==> src/rtl/pmr_defs.vh <==
`ifndef PMR_DEFS_VH
`define PMR_DEFS_VH

// Register indices on the management serial interface.
`define PMR_REG_CONTROL      5'h00
`define PMR_REG_STATUS       5'h01
`define PMR_REG_ID_UPPER     5'h02
`define PMR_REG_ID_LOWER     5'h03
`define PMR_REG_ADVERT       5'h04

// Control register field positions.
`define PMR_CTL_NEG_ENABLE   12
`define PMR_CTL_RENEGOTIATE  9
`define PMR_CTL_FULL_DUPLEX  8
`define PMR_CTL_XOVER_ALG    5
`define PMR_CTL_FIXED_PAIR   4
`define PMR_CTL_XOVER_OFF    3
`define PMR_CTL_FAULT_OFF    2
`define PMR_CTL_TX_OFF       1
`define PMR_CTL_LED_OFF      0

// Status register field positions.
`define PMR_STS_T4           15
`define PMR_STS_100F         14
`define PMR_STS_100H         13
`define PMR_STS_10F          12
`define PMR_STS_10H          11
`define PMR_STS_NEG_DONE     5
`define PMR_STS_FAULT        4
`define PMR_STS_NEG_SUPP     3
`define PMR_STS_LINK         2
`define PMR_STS_EXT          0

// Advertisement register field positions.
`define PMR_ADV_PAUSE        10
`define PMR_ADV_RSVD9        9
`define PMR_ADV_100F         8
`define PMR_ADV_10H          5
`define PMR_ADV_FIXED_HI     2'h1
`define PMR_ADV_SELECTOR     5'h01

// Reset values of the writable fields.
`define PMR_RST_NEG_ENABLE   1'b1
`define PMR_RST_RENEGOTIATE  1'b0
`define PMR_RST_FULL_DUPLEX  1'b1
`define PMR_RST_XOVER_ALG    1'b1
`define PMR_RST_FIXED_PAIR   1'b0
`define PMR_RST_XOVER_OFF    1'b0
`define PMR_RST_FAULT_OFF    1'b0
`define PMR_RST_TX_OFF       1'b0
`define PMR_RST_LED_OFF      1'b0
`define PMR_RST_PAUSE        1'b1
`define PMR_RST_RSVD9        1'b0
`define PMR_RST_ABILITY      4'hf

// Serial frame layout and timing counts.
`define PMR_PREAMBLE_BITS    6'd32
`define PMR_HDR_BITS         5'd12
`define PMR_DATA_BITS        5'd16
`define PMR_OP_READ          2'h2
`define PMR_OP_WRITE         2'h1
`define PMR_SYNC_STAGES      3

`endif

==> src/rtl/pmr_register_set.v <==
// Operation
// - Writing one to control bit 9 restarts negotiation; resets to zero.
// - Control bit 8 selects forced duplex, one full; resets to one.
// - Control bit 5 picks the crossover algorithm; one, the reset value, is compatible scheme.
// - With crossover off, control bit 4 one gives straight, zero crossed.
// - Control bit 3 one disables automatic crossover; resets to zero.
// - Control bit 2 one disables remote fault detection; resets to zero.
// - Control bit 1 one stops the transmitter; resets to zero.
// - Control bit 0 one switches the indicator LED off; resets to zero.
// - Status reads four speed/duplex capabilities as one; four-pair and extended read zero.
// - Status bit 5 reads one once negotiation has completed.
// - Status bit 4 reads one when a remote fault is detected.
// - Status bit 3 always reads one: negotiation is supported.
// - Status bit 2 reads one while the link is up.
// - Fixed identifier reads as two halves, upper at index 2, lower at 3.
// - Advertisement bit 10 offers pause; read-write, resets to one.
// - Advertisement bits 8 to 5 offer the four abilities; read-write, reset one.
// - Control bit 12 enables negotiation; resets to one.
// - The port answers at management address PORT_NUMBER, 0x1 by default.
`timescale 1ns/1ns
`include "pmr_defs.vh"

module pmr_register_set #(
    parameter [4:0]  PORT_NUMBER    = 5'h01,
    parameter [15:0] ID_UPPER       = 16'h0a5c,  // Arbitrary value.
    parameter [15:0] ID_LOWER       = 16'h3c70,  // Arbitrary value.
    parameter        FORCED_SPEED_100 = 1'b1
) (
    // Clock and reset.
    input  wire        clk,
    input  wire        rst,
    // Management serial pins.
    input  wire        mdc,
    input  wire        mdio_in,
    output reg         mdio_out,
    output reg         mdio_oe,
    // Port state from the transceiver core.
    input  wire        link_up,
    input  wire        negotiation_done,
    input  wire        remote_fault,
    // Control towards the transceiver core.
    output reg         negotiation_enable,
    output reg         renegotiate_request,
    output reg         negotiation_restart,
    output reg         forced_full_duplex,
    output reg         crossover_algorithm_select,
    output reg         fixed_pair_assignment,
    output reg         auto_crossover_off,
    output reg         remote_fault_detect_off,
    output reg         transmit_off,
    output reg         indicator_off,
    // Advertised abilities and resolved mode.
    output reg         pause_advertise,
    output reg  [3:0]  ability_advertise,
    output reg         link_speed_100,
    output reg         link_full_duplex
);

    localparam [2:0] ST_IDLE  = 3'd0;
    localparam [2:0] ST_START = 3'd1;
    localparam [2:0] ST_HDR   = 3'd2;
    localparam [2:0] ST_TA    = 3'd3;
    localparam [2:0] ST_DATA  = 3'd4;

    // Synchronised pin levels.
    wire        mdc_level;
    wire        mdio_level;
    reg         mdc_prev;
    wire        bit_tick;

    // Frame decoder state.
    reg  [2:0]  state;
    reg  [5:0]  pre_count;
    reg  [4:0]  bit_count;
    reg  [11:0] header;
    reg  [15:0] shifter;
    reg         is_read;
    reg         adv_rsvd9;
    reg         write_strobe;
    reg  [4:0]  write_index;
    reg  [15:0] write_data;

    // Register read composition.
    wire [15:0] control_word;
    wire [15:0] status_word;
    wire [15:0] advert_word;
    wire        addr_match;
    wire [1:0]  hdr_op;
    wire [4:0]  hdr_reg;

    // Returns the read value of a register index, zero for unmapped indices.
    function [15:0] read_mux;
        input [4:0]  index;
        input [15:0] ctl;
        input [15:0] sts;
        input [15:0] adv;
        begin
            case (index)
                `PMR_REG_CONTROL:  read_mux = ctl;
                `PMR_REG_STATUS:   read_mux = sts;
                `PMR_REG_ID_UPPER: read_mux = ID_UPPER;
                `PMR_REG_ID_LOWER: read_mux = ID_LOWER;
                `PMR_REG_ADVERT:   read_mux = adv;
                default:           read_mux = 16'h0000;
            endcase
        end
    endfunction

    // Both the clock and data pins come from the management host, outside our domain.
    pmr_sync u_sync_mdc (
        .clk      (clk),
        .rst      (rst),
        .async_in (mdc),
        .level    (mdc_level)
    );

    pmr_sync u_sync_mdio (
        .clk      (clk),
        .rst      (rst),
        .async_in (mdio_in),
        .level    (mdio_level)
    );

    // The serial clock is sampled, not used as a clock, so each rising edge becomes one enable pulse.
    always @(posedge clk or posedge rst) begin
        if (rst) begin
            mdc_prev <= 1'b1;
        end else begin
            mdc_prev <= mdc_level;
        end
    end

    assign bit_tick = mdc_level & ~mdc_prev;

    assign hdr_op     = header[11:10];
    assign hdr_reg    = header[4:0];
    assign addr_match = (header[9:5] == PORT_NUMBER);

    // Control word; bits 15 to 13, 11, 10, 7 and 6 read as zero.
    assign control_word = {3'b000,
                           negotiation_enable,
                           2'b00,
                           renegotiate_request,
                           forced_full_duplex,
                           2'b00,
                           crossover_algorithm_select,
                           fixed_pair_assignment,
                           auto_crossover_off,
                           remote_fault_detect_off,
                           transmit_off,
                           indicator_off};

    // Status word built live from the core's state.
    assign status_word = {1'b0,
                          4'hf,
                          4'h0,
                          1'b0,
                          negotiation_done,
                          remote_fault & ~remote_fault_detect_off,
                          1'b1,
                          link_up,
                          1'b0,
                          1'b0};

    // Advertisement word with its fixed upper field and selector.
    assign advert_word = {3'b000,
                          `PMR_ADV_FIXED_HI,
                          pause_advertise,
                          adv_rsvd9,
                          ability_advertise,
                          `PMR_ADV_SELECTOR};

    // Frame decoder: preamble of ones, start 01, opcode, addresses, turnaround, data.
    // Read data changes just after the host's rising edge has been seen, which leaves the
    // rest of the serial period for the host to sample it on the next rising edge.
    always @(posedge clk or posedge rst) begin
        if (rst) begin
            state        <= ST_IDLE;
            pre_count    <= 6'd0;
            bit_count    <= 5'd0;
            header       <= 12'h000;
            shifter      <= 16'h0000;
            is_read      <= 1'b0;
            mdio_out     <= 1'b0;
            mdio_oe      <= 1'b0;
            write_strobe <= 1'b0;
            write_index  <= 5'h00;
            write_data   <= 16'h0000;
        end else begin
            write_strobe <= 1'b0;
            if (bit_tick) begin
                case (state)
                    ST_IDLE: begin
                        if (mdio_level) begin
                            if (pre_count != `PMR_PREAMBLE_BITS) begin
                                pre_count <= pre_count + 6'd1;
                            end
                        end else if (pre_count == `PMR_PREAMBLE_BITS) begin
                            state <= ST_START;
                        end else begin
                            pre_count <= 6'd0;
                        end
                    end
                    ST_START: begin
                        pre_count <= 6'd0;
                        bit_count <= 5'd0;
                        state     <= mdio_level ? ST_HDR : ST_IDLE;
                    end
                    ST_HDR: begin
                        header    <= {header[10:0], mdio_level};
                        bit_count <= bit_count + 5'd1;
                        if (bit_count == `PMR_HDR_BITS - 5'd1) begin
                            bit_count <= 5'd0;
                            state     <= ST_TA;
                        end
                    end
                    ST_TA: begin
                        bit_count <= bit_count + 5'd1;
                        if (bit_count == 5'd0) begin
                            is_read <= (hdr_op == `PMR_OP_READ);
                            if ((hdr_op == `PMR_OP_READ) && addr_match) begin
                                // Drive the second turnaround bit low.
                                mdio_out <= 1'b0;
                                mdio_oe  <= 1'b1;
                                shifter  <= read_mux(hdr_reg, control_word, status_word, advert_word);
                            end else if ((hdr_op != `PMR_OP_READ) && (hdr_op != `PMR_OP_WRITE)) begin
                                state <= ST_IDLE;
                            end
                        end else begin
                            bit_count <= 5'd0;
                            state     <= ST_DATA;
                            if (mdio_oe) begin
                                mdio_out <= shifter[15];
                                shifter  <= {shifter[14:0], 1'b0};
                            end
                        end
                    end
                    ST_DATA: begin
                        bit_count <= bit_count + 5'd1;
                        if (is_read) begin
                            mdio_out <= shifter[15];
                            shifter  <= {shifter[14:0], 1'b0};
                        end else begin
                            shifter <= {shifter[14:0], mdio_level};
                        end
                        if (bit_count == `PMR_DATA_BITS - 5'd1) begin
                            // Release the line after the last data bit.
                            mdio_oe  <= 1'b0;
                            mdio_out <= 1'b0;
                            state    <= ST_IDLE;
                            if (!is_read && addr_match) begin
                                write_strobe <= 1'b1;
                                write_index  <= hdr_reg;
                                write_data   <= {shifter[14:0], mdio_level};
                            end
                        end
                    end
                    default: begin
                        state   <= ST_IDLE;
                        mdio_oe <= 1'b0;
                    end
                endcase
            end
        end
    end

    // Writable fields; a write to an unmapped or read-only index is ignored.
    always @(posedge clk or posedge rst) begin
        if (rst) begin
            negotiation_enable         <= `PMR_RST_NEG_ENABLE;
            renegotiate_request        <= `PMR_RST_RENEGOTIATE;
            negotiation_restart        <= 1'b0;
            forced_full_duplex         <= `PMR_RST_FULL_DUPLEX;
            crossover_algorithm_select <= `PMR_RST_XOVER_ALG;
            fixed_pair_assignment      <= `PMR_RST_FIXED_PAIR;
            auto_crossover_off         <= `PMR_RST_XOVER_OFF;
            remote_fault_detect_off    <= `PMR_RST_FAULT_OFF;
            transmit_off               <= `PMR_RST_TX_OFF;
            indicator_off              <= `PMR_RST_LED_OFF;
            pause_advertise            <= `PMR_RST_PAUSE;
            adv_rsvd9                  <= `PMR_RST_RSVD9;
            ability_advertise          <= `PMR_RST_ABILITY;
        end else begin
            negotiation_restart <= 1'b0;
            if (write_strobe && (write_index == `PMR_REG_CONTROL)) begin
                negotiation_enable         <= write_data[`PMR_CTL_NEG_ENABLE];
                renegotiate_request        <= write_data[`PMR_CTL_RENEGOTIATE];
                negotiation_restart        <= write_data[`PMR_CTL_RENEGOTIATE];
                forced_full_duplex         <= write_data[`PMR_CTL_FULL_DUPLEX];
                crossover_algorithm_select <= write_data[`PMR_CTL_XOVER_ALG];
                fixed_pair_assignment      <= write_data[`PMR_CTL_FIXED_PAIR];
                auto_crossover_off         <= write_data[`PMR_CTL_XOVER_OFF];
                remote_fault_detect_off    <= write_data[`PMR_CTL_FAULT_OFF];
                transmit_off               <= write_data[`PMR_CTL_TX_OFF];
                indicator_off              <= write_data[`PMR_CTL_LED_OFF];
            end
            if (write_strobe && (write_index == `PMR_REG_ADVERT)) begin
                pause_advertise   <= write_data[`PMR_ADV_PAUSE];
                adv_rsvd9         <= write_data[`PMR_ADV_RSVD9];
                ability_advertise <= write_data[`PMR_ADV_100F:`PMR_ADV_10H];
            end
        end
    end

    // Resolved mode: best advertised ability with negotiation on, forced settings with it off.
    // Without partner abilities in this block, the advertised set stands in for the common set.
    always @(posedge clk or posedge rst) begin
        if (rst) begin
            link_speed_100   <= 1'b1;
            link_full_duplex <= 1'b1;
        end else if (!negotiation_enable) begin
            link_speed_100   <= FORCED_SPEED_100;
            link_full_duplex <= forced_full_duplex;
        end else begin
            link_speed_100   <= ability_advertise[3] | ability_advertise[2];
            link_full_duplex <= ability_advertise[3] | (~ability_advertise[2] & ability_advertise[1]);
        end
    end

endmodule // pmr_register_set

==> src/rtl/pmr_sync.v <==
`timescale 1ns/1ns
// Three-stage synchroniser with a two-out-of-two agreement filter.
module pmr_sync (
    // Clock and reset.
    input  wire clk,
    input  wire rst,
    // Asynchronous input and filtered level.
    input  wire async_in,
    output reg  level
);

    reg stage1;
    reg stage2;
    reg stage3;

    // The first stage feeds only the second; the level moves once stages two and three agree.
    always @(posedge clk or posedge rst) begin
        if (rst) begin
            stage1 <= 1'b1;
            stage2 <= 1'b1;
            stage3 <= 1'b1;
            level  <= 1'b1;
        end else begin
            stage1 <= async_in;
            stage2 <= stage1;
            stage3 <= stage2;
            if (stage2 == stage3) begin
                level <= stage3;
            end
        end
    end

endmodule // pmr_sync
==> config.mk <==
export PLATFORM = sky130hd
export DESIGN_NAME = pmr_register_set
export DESIGN_NICKNAME = d
export VERILOG_FILES = /design/src/rtl/pmr_register_set.v /design/src/rtl/pmr_sync.v
export VERILOG_INCLUDE_DIRS = /design/src /design/src/rtl
export SDC_FILE = /design/constraint.sdc
export NUM_CORES = 1
export LEC_CHECK = 0
export BUFFER_PORTS_ARGS = -buffer_cell sky130_fd_sc_hd__buf_2
export CORE_ASPECT_RATIO = 0.8
export CORE_MARGIN = 3
export CORE_UTILIZATION = 60
export CTS_BUF_LIST = sky130_fd_sc_hd__clkbuf_4 sky130_fd_sc_hd__clkbuf_8 sky130_fd_sc_hd__clkbuf_16
export DETAILED_ROUTE_END_ITERATION = 6
export PLACE_DENSITY_LB_ADDON = 0.25
export RECOVER_POWER = 25
export SYNTH_ARGS = -nofsm -noshare
export SYNTH_HDL_FRONTEND = slang
export SYNTH_HIERARCHICAL = 1
export SYNTH_SLANG_ARGS = --single-unit
==> constraint.sdc <==
create_clock -name clk -period 2.9 [get_ports clk]
set_input_delay 0.58 -clock clk [delete_from_list [all_inputs] [get_ports clk]]
set_output_delay 0.58 -clock clk [all_outputs]
set_load 0.005 [all_outputs]
==> out/metrics.csv, run 1 <==
metric,value,unit
status,"complete, no violations",
Worst slew margin,0.0888,
Clock Latency Late Sink,0.36,ns
die span in y,80.2,um
DP Worst Slack,0.517,ns
top-area cell type share of the netlist area,0.430,
I/O Buffers,25,
clock skew after layout,0.0159,ns
initial antenna violation count,0,
CTS max path bufs,2,
Setup-failing EPs final,0,
largest delay contributor family on the critical path,simple AND/OR/NAND/NOR gates,
CTS tree,yes,
PwrDens,504,nW/um^2
RSZ-0062 raised after global routing,false,
Crit Path Max Fanout,27,
Yosys top cell by area,dfrtp_1,
kind of critical path,flop to flop,
Syn Inst Count,401,
most common cell in the netlist,nand2_1,
endpoint class of the critical path,flop,
"Hold Vio Cnt, Final",0,
GRT Residual Overflow,0,
max incr delay on CP,0.54,ns
core footprint,6540,sq um
VDD IR max,0.354,mV
library cells used by synthesis,52,
clock root cell,clkbuf_8,
Site Rows,26,
worst path cell trace,inv_1 > ha_1 > nor4b_4 > nand2_4 > o211ai_2 > mux2_1,
diode count,0,
Final Wtd Congestion,0.846,
top post-synthesis cells by count,"nand2_1, dfrtp_1, o21ai_0, mux2_2, nor2_1",
Synth warnings,6,
Die ar.,7920,sq um
min-delay worst type,input port to asynchronous set/reset pin,
Post-CTS Setup Repair Bufs,0,
Placed Instances,497,
final wirelength,8.11,mm
drt pass-1 iters,4,
htree depth,3,
hpwl dp,5.64,mm
DRT iter0 DRCs,184,
Synth Net Count,414,
max_cap viols,0,
Post-synth EDFFs,0,
minimum clock period,2.40,ns
max frequency,416,MHz
async set-reset flop share out of synthesis,1.00,
Ports,26,
worst slew pin tran,1.36,ns
Num CTS Buffers,9,
layout cells sized above 1,0.233,
vias in the first global route,2807,
Critical Path RT,3.13,ns
largest net degree at the start of global routing,55,
Clock Pin Slew Worst Setup and Hold Paths,0.08,ns
Mapped Area,4130,sq um
hold buffer count at CTS,0,
most common flop cell mapped by yosys,dfrtp_1,
"Slowest-stage cell, CP",o211ai_2,
drt drc,0,
global-route wire length before repair,13.8,mm
Final period util,0.829,
Layout Cells excl Fill,513,
Die W,98.7,um
"Seq/Total Area, Yosys",0.551,
DR vias/cell,5.75,
post_cts resized,0,
Fin Hold WS,0.308,ns
"Area growth, synth to finish",10.1,%
Slew Limit Fails,0,
Clock Sinks,90,
Wirelength per Cell,15.8,um
leakage,2.20,nW
final setup margin,0.495,ns
Initial Util,0.631,
Worst Setup Start Kind,flop,
CP Data Arrival Time,2.64,ns
Final ANT Viol Nets,0,
via count,2950,
CP bufs+invs,1,
Total GRT Usage,0.223,
Syn Area/Cell,10.3,sq um
Synth area leaders,"dfrtp_1, dfstp_2, nand2_1",
setup TNS,0,ns
Nets,437,
"flops & latches, synth",90,
==> cell families (layout without fill, tap and decap cells) <==
family / count (synthesis) / count (layout) / synth area share
compound gates: 78 / 78 / 0.122
xor+xnor: 1 / 1 / 0.00212
fa+ha+maj: 8 / 8 / 0.0236
buf+inv: 34 / 62 / 0.0342
flops: 90 / 90 / 0.551
mux: 31 / 31 / 0.0842
simple gates: 159 / 159 / 0.183
==> worst register-to-register path: stages, from the launching register on <==
cell      delay (ns)
dfrtp_1         0.42
inv_1           0.08
ha_1            0.14
nor4b_4         0.45
nand2_4         0.28
o211ai_2        0.54
mux2_1          0.39
==> per-layer routing <==
metal,share of wire,wire [um],track usage
met5,0,0,0
met4,0.014,113,0.0559
met3,0.045,366,0.0582
met2,0.44,3600,0.327
met1,0.50,4030,0.332
==> stage by stage <==
step	power (mW)	utilization	area, sq um
final	2.29	0.695	4550
after global routing	2.39	0.695	4550
after CTS	2.32	0.696	4550
after detailed placement	1.42	0.663	4330
after global placement	1.42	0.663	4330
after floorplan	1.39	-	4130
==> placed cells by master (no fill, tap or decap), types with 2 or more instances in the layout <==
cell type,count
mux2_2,26
o31ai_1,5
nor3_1,8
mux2_1,4
or2_2,3
dfstp_1,5
nand3_1,9
o21ai_0,34
nor2b_1,6
and2_1,2
a21oi_1,15
a22o_1,3
dfrtp_1,71
o21bai_1,2
dfstp_2,14
a2bb2oi_1,2
nand2_1,83
inv_1,14
clkbuf_4,2
nor4_1,3
nand2b_1,5
and3_1,5
nor2_1,24
ha_1,6
a2111oi_0,2
clkbuf_8,9
buf_4,5
buf_2,24
a31oi_1,5
==> power breakdown <==
| part | leakage, nW | switching [mW] | total, mW | internal [mW] |
|---|---|---|---|---|
| Sequential | 1.17 | 0.0215 | 1.30 | 1.28 |
| Combinational | 0.916 | 0.0585 | 0.0933 | 0.0348 |
| Clock | 0.109 | 0.427 | 0.898 | 0.470 |
| Total | 2.20 | 0.507 | 2.29 | 1.78 |
==> registers in the layout, summed over array words and instances (netlist names), 3 cells and up <==
signal             count
shifter               16
header                12
write_data            12
pre_count              6
bit_count              5
write_index            5
ability_advertise      4
state                  3
==> area by class of cell <==
cell class	count	area, sq um
clock buffers	12	164
clock inverters	4	51.3
fillers	499	1990
inverters	15	57.6
multi-input cells	277	1710
flip-flops and latches	90	2280
well taps	84	105
repair buffers	31	181
==> final timing paths <==
kind	from	endpoint	slack (ns)	depth (start not counted)
max in group asynchronous	rst	ability_advertise[1]$_DFFE_PP1P_	1.50	3
hold reg to reg	u_sync_mdc/stage1$_DFF_PP1_	u_sync_mdc/stage2$_DFF_PP1_	0.37	0
min in group clk	mdio_in	u_sync_mdio/stage1$_DFF_PP1_	0.32	1
hold / removal	rst	u_sync_mdc/stage3$_DFF_PP1_	0.31	2
setup / recovery	bit_count[0]$_DFFE_PP0P_	shifter[5]$_DFFE_PP0P_	0.50	6
setup reg to reg	bit_count[0]$_DFFE_PP0P_	shifter[5]$_DFFE_PP0P_	0.50	6
No activity file was read; power rests on OpenSTA's default activity.
==> run 2: changes to the inputs <==
--- a/config.mk
+++ b/config.mk
@@ -6,6 +6,7 @@
 export SDC_FILE = /design/constraint.sdc
 export NUM_CORES = 1
 export LEC_CHECK = 0
+export ABC_AREA = 1
 export BUFFER_PORTS_ARGS = -buffer_cell sky130_fd_sc_hd__buf_2
 export CORE_ASPECT_RATIO = 0.8
 export CORE_MARGIN = 3
==> constraint.sdc (replaced) <==
create_clock -name clk -period 2.5 [get_ports clk]
set_input_delay 0.5 -clock clk [delete_from_list [all_inputs] [get_ports clk]]
set_output_delay 0.5 -clock clk [all_outputs]
set_load 0.005 [all_outputs]
==> run 2 against run 1 <==
Net effect:
- core utilization increased by 1.6 points
- critical path depth increased by 1
- largest power group unchanged
- combinational power up 9%
- die area increased by 2.3%
- worst hold slack got worse by 0.084 ns
- fmax up 26%
- final cell count is 23% higher
- area after synthesis grew 2.5%
- critical endpoint is now shifter[2]$_DFFE_PP0P_
==> out/metrics.csv, run 2 <==
metric,value,unit
status,"complete, no violations",
I/O Buffers,25,
Mapped Area,4230,sq um
largest net degree at the start of global routing,33,
Sw Pwr,0.599,mW
clock skew after layout,0.00620,ns
Post-CTS Setup Repair Bufs,0,
Int Pwr,2.20,mW
Synth Net Count,528,
initial antenna violation count,0,
Num CTS Buffers,9,
Worst slew margin,0.165,
Nets,555,
Clock Latency Late Sink,0.37,ns
sw frac,0.214,
async set-reset flop share out of synthesis,1.00,
layout cells sized above 1,0.137,
VDD IR max,0.370,mV
CTS max path bufs,2,
drt pass-1 iters,5,
post_cts resized,0,
worst slew pin tran,1.24,ns
Final Wtd Congestion,0.919,
Total GRT Usage,0.259,
Setup-failing EPs final,0,
Crit Path Max Fanout,14,
final wirelength,9.37,mm
Largest register FFs,16,
Final ANT Viol Nets,0,
Post-synth EDFFs,0,
Reg power frac,0.538,
most flop-heavy register,shifter,
kind of critical path,flop to flop,
htree depth,3,
Syn Inst Count,515,
setup TNS,0,ns
Clock power frac,0.426,
DR vias/cell,5.55,
Clock Pin Slew Worst Setup and Hold Paths,0.08,ns
hpwl dp,6.67,mm
max_cap viols,0,
Clock Sinks,90,
Placed Instances,615,
DRT iter0 DRCs,304,
min-delay worst type,input port to asynchronous set/reset pin,
"Seq/Total Area, Yosys",0.538,
top post-synthesis cells by count,"nand2_1, dfrtp_1, nor2_1, inv_1, o21ai_0",
Syn Area/Cell,8.22,sq um
final core utilization,0.711,
diode count,0,
Comb pwr share,0.036,
library cells used by synthesis,31,
"leading cell type in the layout, fill and taps excluded",nand2_1,
RSZ-0062 raised after global routing,false,
Synth warnings,6,
most common cell in the netlist,nand2_1,
Die ar.,8100,sq um
Wirelength per Cell,14.9,um
Worst Setup Start Kind,flop,
core footprint,6600,sq um
Post-Synth Simple-Gate Area,0.249,
max frequency,525,MHz
global-route wire length before repair,16.2,mm
minimum clock period,1.91,ns
most common flop cell mapped by yosys,dfrtp_1,
total power,2.80,mW
Slew Limit Fails,0,
CP Data Arrival Time,2.16,ns
clock root cell,clkbuf_8,
Synth area leaders,"dfrtp_1, dfstp_2, nand2_1",
post-synthesis mux area share,0.0160,
die span in y,81.1,um
CTS tree,yes,
"Hold Vio Cnt, Final",0,
Site Rows,26,
leakage,2.30,nW
Post-Synth Adder-Cell Area,0.0177,
endpoint class of the critical path,flop,
PwrDens,596,nW/um^2
complex-gate fraction of the synthesized area,0.101,
Placement Cell Area,4460,sq um
Yosys top cell by area,dfrtp_1,
design area,4700,sq um
Critical Path RT,2.75,ns
drt drc,0,
Die W,99.9,um
"Area growth, synth to finish",10.9,%
Synth Area in XOR/XNOR,0.00414,
top-area cell type share of the netlist area,0.420,
GRT Residual Overflow,0,
Final period util,0.762,
"commonest non-fill, non-tap cells in the layout","nand2_1, dfrtp_1, nor2_1",
hold buffer count at CTS,0,
Initial Util,0.641,
largest registers,"shifter: 16 flops, header: 12 flops, write_data: 12 flops",
Ports,26,
vias in the first global route,3316,
via count,3504,
Layout Cells excl Fill,631,
largest family of logic cells by synthesized area,simple AND/OR/NAND/NOR gates,
"flops & latches, synth",90,
[run 2: changes by cell type in the layout (fill, tap and decap cells not counted), sizes merged, moves of 5 or more]
cell    before  now
nand2       84  124
nor2        25   67
o21ai       34   54
nor2b        6    0
and3         5    0
nand4        1    6
o31ai        5    0
mux2        30    6
nand3        9   46
nand2b       5    0
inv         14   63
[run 2: power groups by stage]
stage,Combinational [mW],Clock (mW),Sequential (mW)
after global routing,0.117,1.28,1.51
final,0.102,1.19,1.51
after floorplan,0.0712,0,1.53
after global placement,0.0977,0,1.53
after detailed placement,0.104,0,1.54
after CTS,0.105,1.21,1.51
[run 2: layout make-up]
cell class,count,area (sq um)
clock inverters,5,103
clock buffers,11,139
inverters,65,245
well taps,84,105
multi-input cells,346,1640
fillers,534,1910
repair buffers,30,186
flip-flops and latches,90,2280
[run 2: cell families (layout without fill, tap and decap cells)]
kind of cell,count (synthesis),count (layout)
buffers and inverters,79,111
XOR/XNOR,2,2
flip-flops,90,90
adder cells (fa/ha/maj),6,6
AO/OA/AOI/OAI,81,81
AND/OR/NAND/NOR,251,251
multiplexers,6,6
[run 2: final timing paths]
kind	startpoint	endpoint	slack, ns	cells after the start
min reg2reg	u_sync_mdio/stage1$_DFF_PP1_	u_sync_mdio/stage2$_DFF_PP1_	0.36	0
max in group asynchronous	rst	crossover_algorithm_select$_DFFE_PP1P_	1.34	3
max reg2reg	u_sync_mdc/level$_DFFE_PP1N_	shifter[2]$_DFFE_PP0P_	0.59	7
min in group clk	mdc	u_sync_mdc/stage1$_DFF_PP1_	0.23	1
min	rst	u_sync_mdc/level$_DFFE_PP1N_	0.22	2
max	u_sync_mdc/level$_DFFE_PP1N_	shifter[2]$_DFFE_PP0P_	0.59	7
[run 2: metrics by stage]
step / setup WS [ns] / hold slack (ns)
global placement: 0.775 / 0.346
CTS: 0.651 / 0.217
global route: 0.464 / 0.207
floorplan: 0.910 / 0.345
detailed placement: 0.664 / 0.348
finish: 0.594 / 0.224
[run 2: per-layer routing]
layer  part of all wire  routed length [um]  track usage  up-vias
li1                   -                   -            -     1697
met1               0.48                4480        0.379     1664
met2               0.44                4140        0.379      125
met3              0.062                 581       0.0618       18
met4              0.018                 170       0.0914        0
met5                  0                   0            0        -
[run 2: critical path, stage by stage (launching register included)]
cell and delay, ns:
dfstp_1 0.58, inv_1 0.09, nor2_4 0.16, inv_1 0.13, a21oi_1 0.22, nand3_2 0.30
nor2_1 0.22, a21oi_1 0.09
==> run 3: changes to the inputs <==
==> constraint.sdc (replaced) <==
create_clock -name clk -period 1.8 [get_ports clk]
set_input_delay 0.36 -clock clk [delete_from_list [all_inputs] [get_ports clk]]
set_output_delay 0.36 -clock clk [all_outputs]
set_load 0.005 [all_outputs]
==> run 3 against run 2 <==
Net effect:
- clock skew up 0.00089 ns
- critical path type unchanged
- non-clock buffer count up 25
- design area up 9.1%
- the run now ends with negative setup slack left
- global-route usage down 0.39 points
- clock power up 41%
- routed wire length up 15%
- die area unchanged
- worst hold slack worse by 0.13 ns
==> out/metrics.csv, run 3 (same netlist as run 2, synthesis figures left out) <==
metric,value,unit
final wirelength,10.8,mm
RSZ-0062 raised after global routing,true,
largest net degree at the start of global routing,42,
layout cells sized above 1,0.267,
clock root cell,clkbuf_8,
design area,5120,sq um
Clock Latency Late Sink,0.36,ns
GRT Residual Overflow,0,
Clock Pin Slew Worst Setup and Hold Paths,0.09,ns
Placement Cell Area,4540,sq um
PwrDens,764,nW/um^2
vias in the first global route,3307,
"Hold Vio Cnt, Final",0,
Met3 Wirelength,835,um
setup TNS,-0.176,ns
FF-to-FF path depth,9,
Final period util,1.03,
Final ANT Viol Nets,0,
clock skew after layout,0.00709,ns
Comb pwr share,0.035,
endpoint class of the critical path,flop,
worst slew pin tran,1.00,ns
CP Data Arrival Time,2.14,ns
leakage,2.45,nW
DP Worst Slack,-0.00303,ns
min-delay worst type,input port to flop,
Die ar.,8100,sq um
drt drc,0,
minimum clock period,1.85,ns
status,finished with violations,
Placed Instances,628,
Fillers,412,
"leading cell type in the layout, fill and taps excluded",nand2_1,
Slew Limit Fails,0,
die span in y,81.1,um
DRT iter0 DRCs,379,
"Area growth, synth to finish",21.0,%
I/O Buffers,25,
"commonest non-fill, non-tap cells in the layout","nand2_1, dfrtp_1, inv_1",
failing checks,negative setup slack,
sw frac,0.216,
DR vias/cell,5.76,
largest registers,"shifter: 16 flops, header: 12 flops, write_data: 12 flops",
Total GRT Usage,0.255,
max frequency,540,MHz
DR WL met2,5.10,mm
core footprint,6600,sq um
max_cap viols,0,
Site Rows,26,
via count,3776,
Nets,580,
Layout Cells excl Fill,656,
Num CTS Buffers,9,
Largest register FFs,16,
Critical Path RT,2.08,ns
Clock Sinks,90,
Wirelength per Cell,16.4,um
diode count,0,
drt pass-1 iters,5,
Worst slew margin,0.332,
htree depth,3,
hpwl dp,6.84,mm
Setup-failing EPs final,8,
initial antenna violation count,0,
kind of critical path,flop to flop,
Sw Pwr,0.847,mW
global-route wire length before repair,16.0,mm
CTS max path bufs,2,
VDD IR max,0.506,mV
Hold Path Cell Cnt,1,
final setup margin,-0.0519,ns
Worst Setup Start Kind,flop,
Crit Path Max Fanout,5,
WL met1,4.55,mm
Reg power frac,0.535,
most flop-heavy register,shifter,
Clock power frac,0.430,
CTS tree,yes,
Initial Util,0.641,
Top Layer Used,met4,
Final Wtd Congestion,0.921,
Int Pwr,3.07,mW
Die W,99.9,um
Ports,26,
run 3: area by class of cell:
class	count	area [sq um]	area share
clock buffer	10	138	0.0269
clock inverter	6	111	0.0217
inverter	65	250	0.0488
multi-input combinational	346	1830	0.358
sequential	90	2280	0.445
tap	84	105	0.0205
timing repair buffer	55	405	0.0791
run 3: worst max-delay path: stages, from the launching register on:
cell and delay (ns):
dfrtp_1 0.40, inv_1 0.09, ha_2 0.18, nand4_1 0.24, nand2_2 0.19, inv_1 0.08, nor2_4 0.23, clkbuf_16 0.21
nor2_2 0.04, a21oi_1 0.11
run 3: metal layers:
| layer | vias up | GRT usage |
|---|---|---|
| met1 | 1790 | 0.354 |
| met3 | 35 | 0.0584 |
| met5 | - | 0 |
| met2 | 186 | 0.407 |
| met4 | 0 | 0.0723 |
| li1 | 1765 | - |
run 3: power by group through the flow:
stage               combinational [mW]  clock [mW]  sequential [mW]
global placement                 0.132           0             2.13
detailed placement               0.138           0             2.13
global route                     0.163        1.78             2.10
floorplan                       0.0988           0             2.12
finish                           0.139        1.68             2.09
CTS                              0.139        1.70             2.09
run 3: timing repair:
item	in CTS	in global routing
cloned	0	3
hold buffers	0	0
buffers inserted	1	8
gates resized for setup	5	63
endpoints found under the setup margin	4	31
endpoints found under the hold margin	0	0
pin swaps	2	11
run 3: metrics by stage:
stage | utilization | hold slack, ns | power [mW]
floorplan | - | 0.315 | 2.22
global placement | 0.688 | 0.346 | 2.26
detailed placement | 0.688 | 0.352 | 2.27
CTS | 0.730 | 0.0832 | 3.93
global route | 0.776 | 0.0684 | 4.04
finish | 0.776 | 0.0921 | 3.91
run 3: path summary, 6_finish.rpt:
path | from | endpoint | slack [ns]
worst max-delay path | header[10]$_DFFE_PP0P_ | shifter[8]$_DFFE_PP0P_ | -0.05
worst min-delay path | mdc | u_sync_mdc/stage1$_DFF_PP1_ | 0.09
worst max register to register | header[10]$_DFFE_PP0P_ | shifter[8]$_DFFE_PP0P_ | -0.05
worst min register to register | u_sync_mdio/stage1$_DFF_PP1_ | u_sync_mdio/stage2$_DFF_PP1_ | 0.36
max in group asynchronous | rst | write_index[4]$_DFFE_PP0P_ | 0.80
min in group asynchronous | rst | u_sync_mdio/level$_DFFE_PP1N_ | 0.13
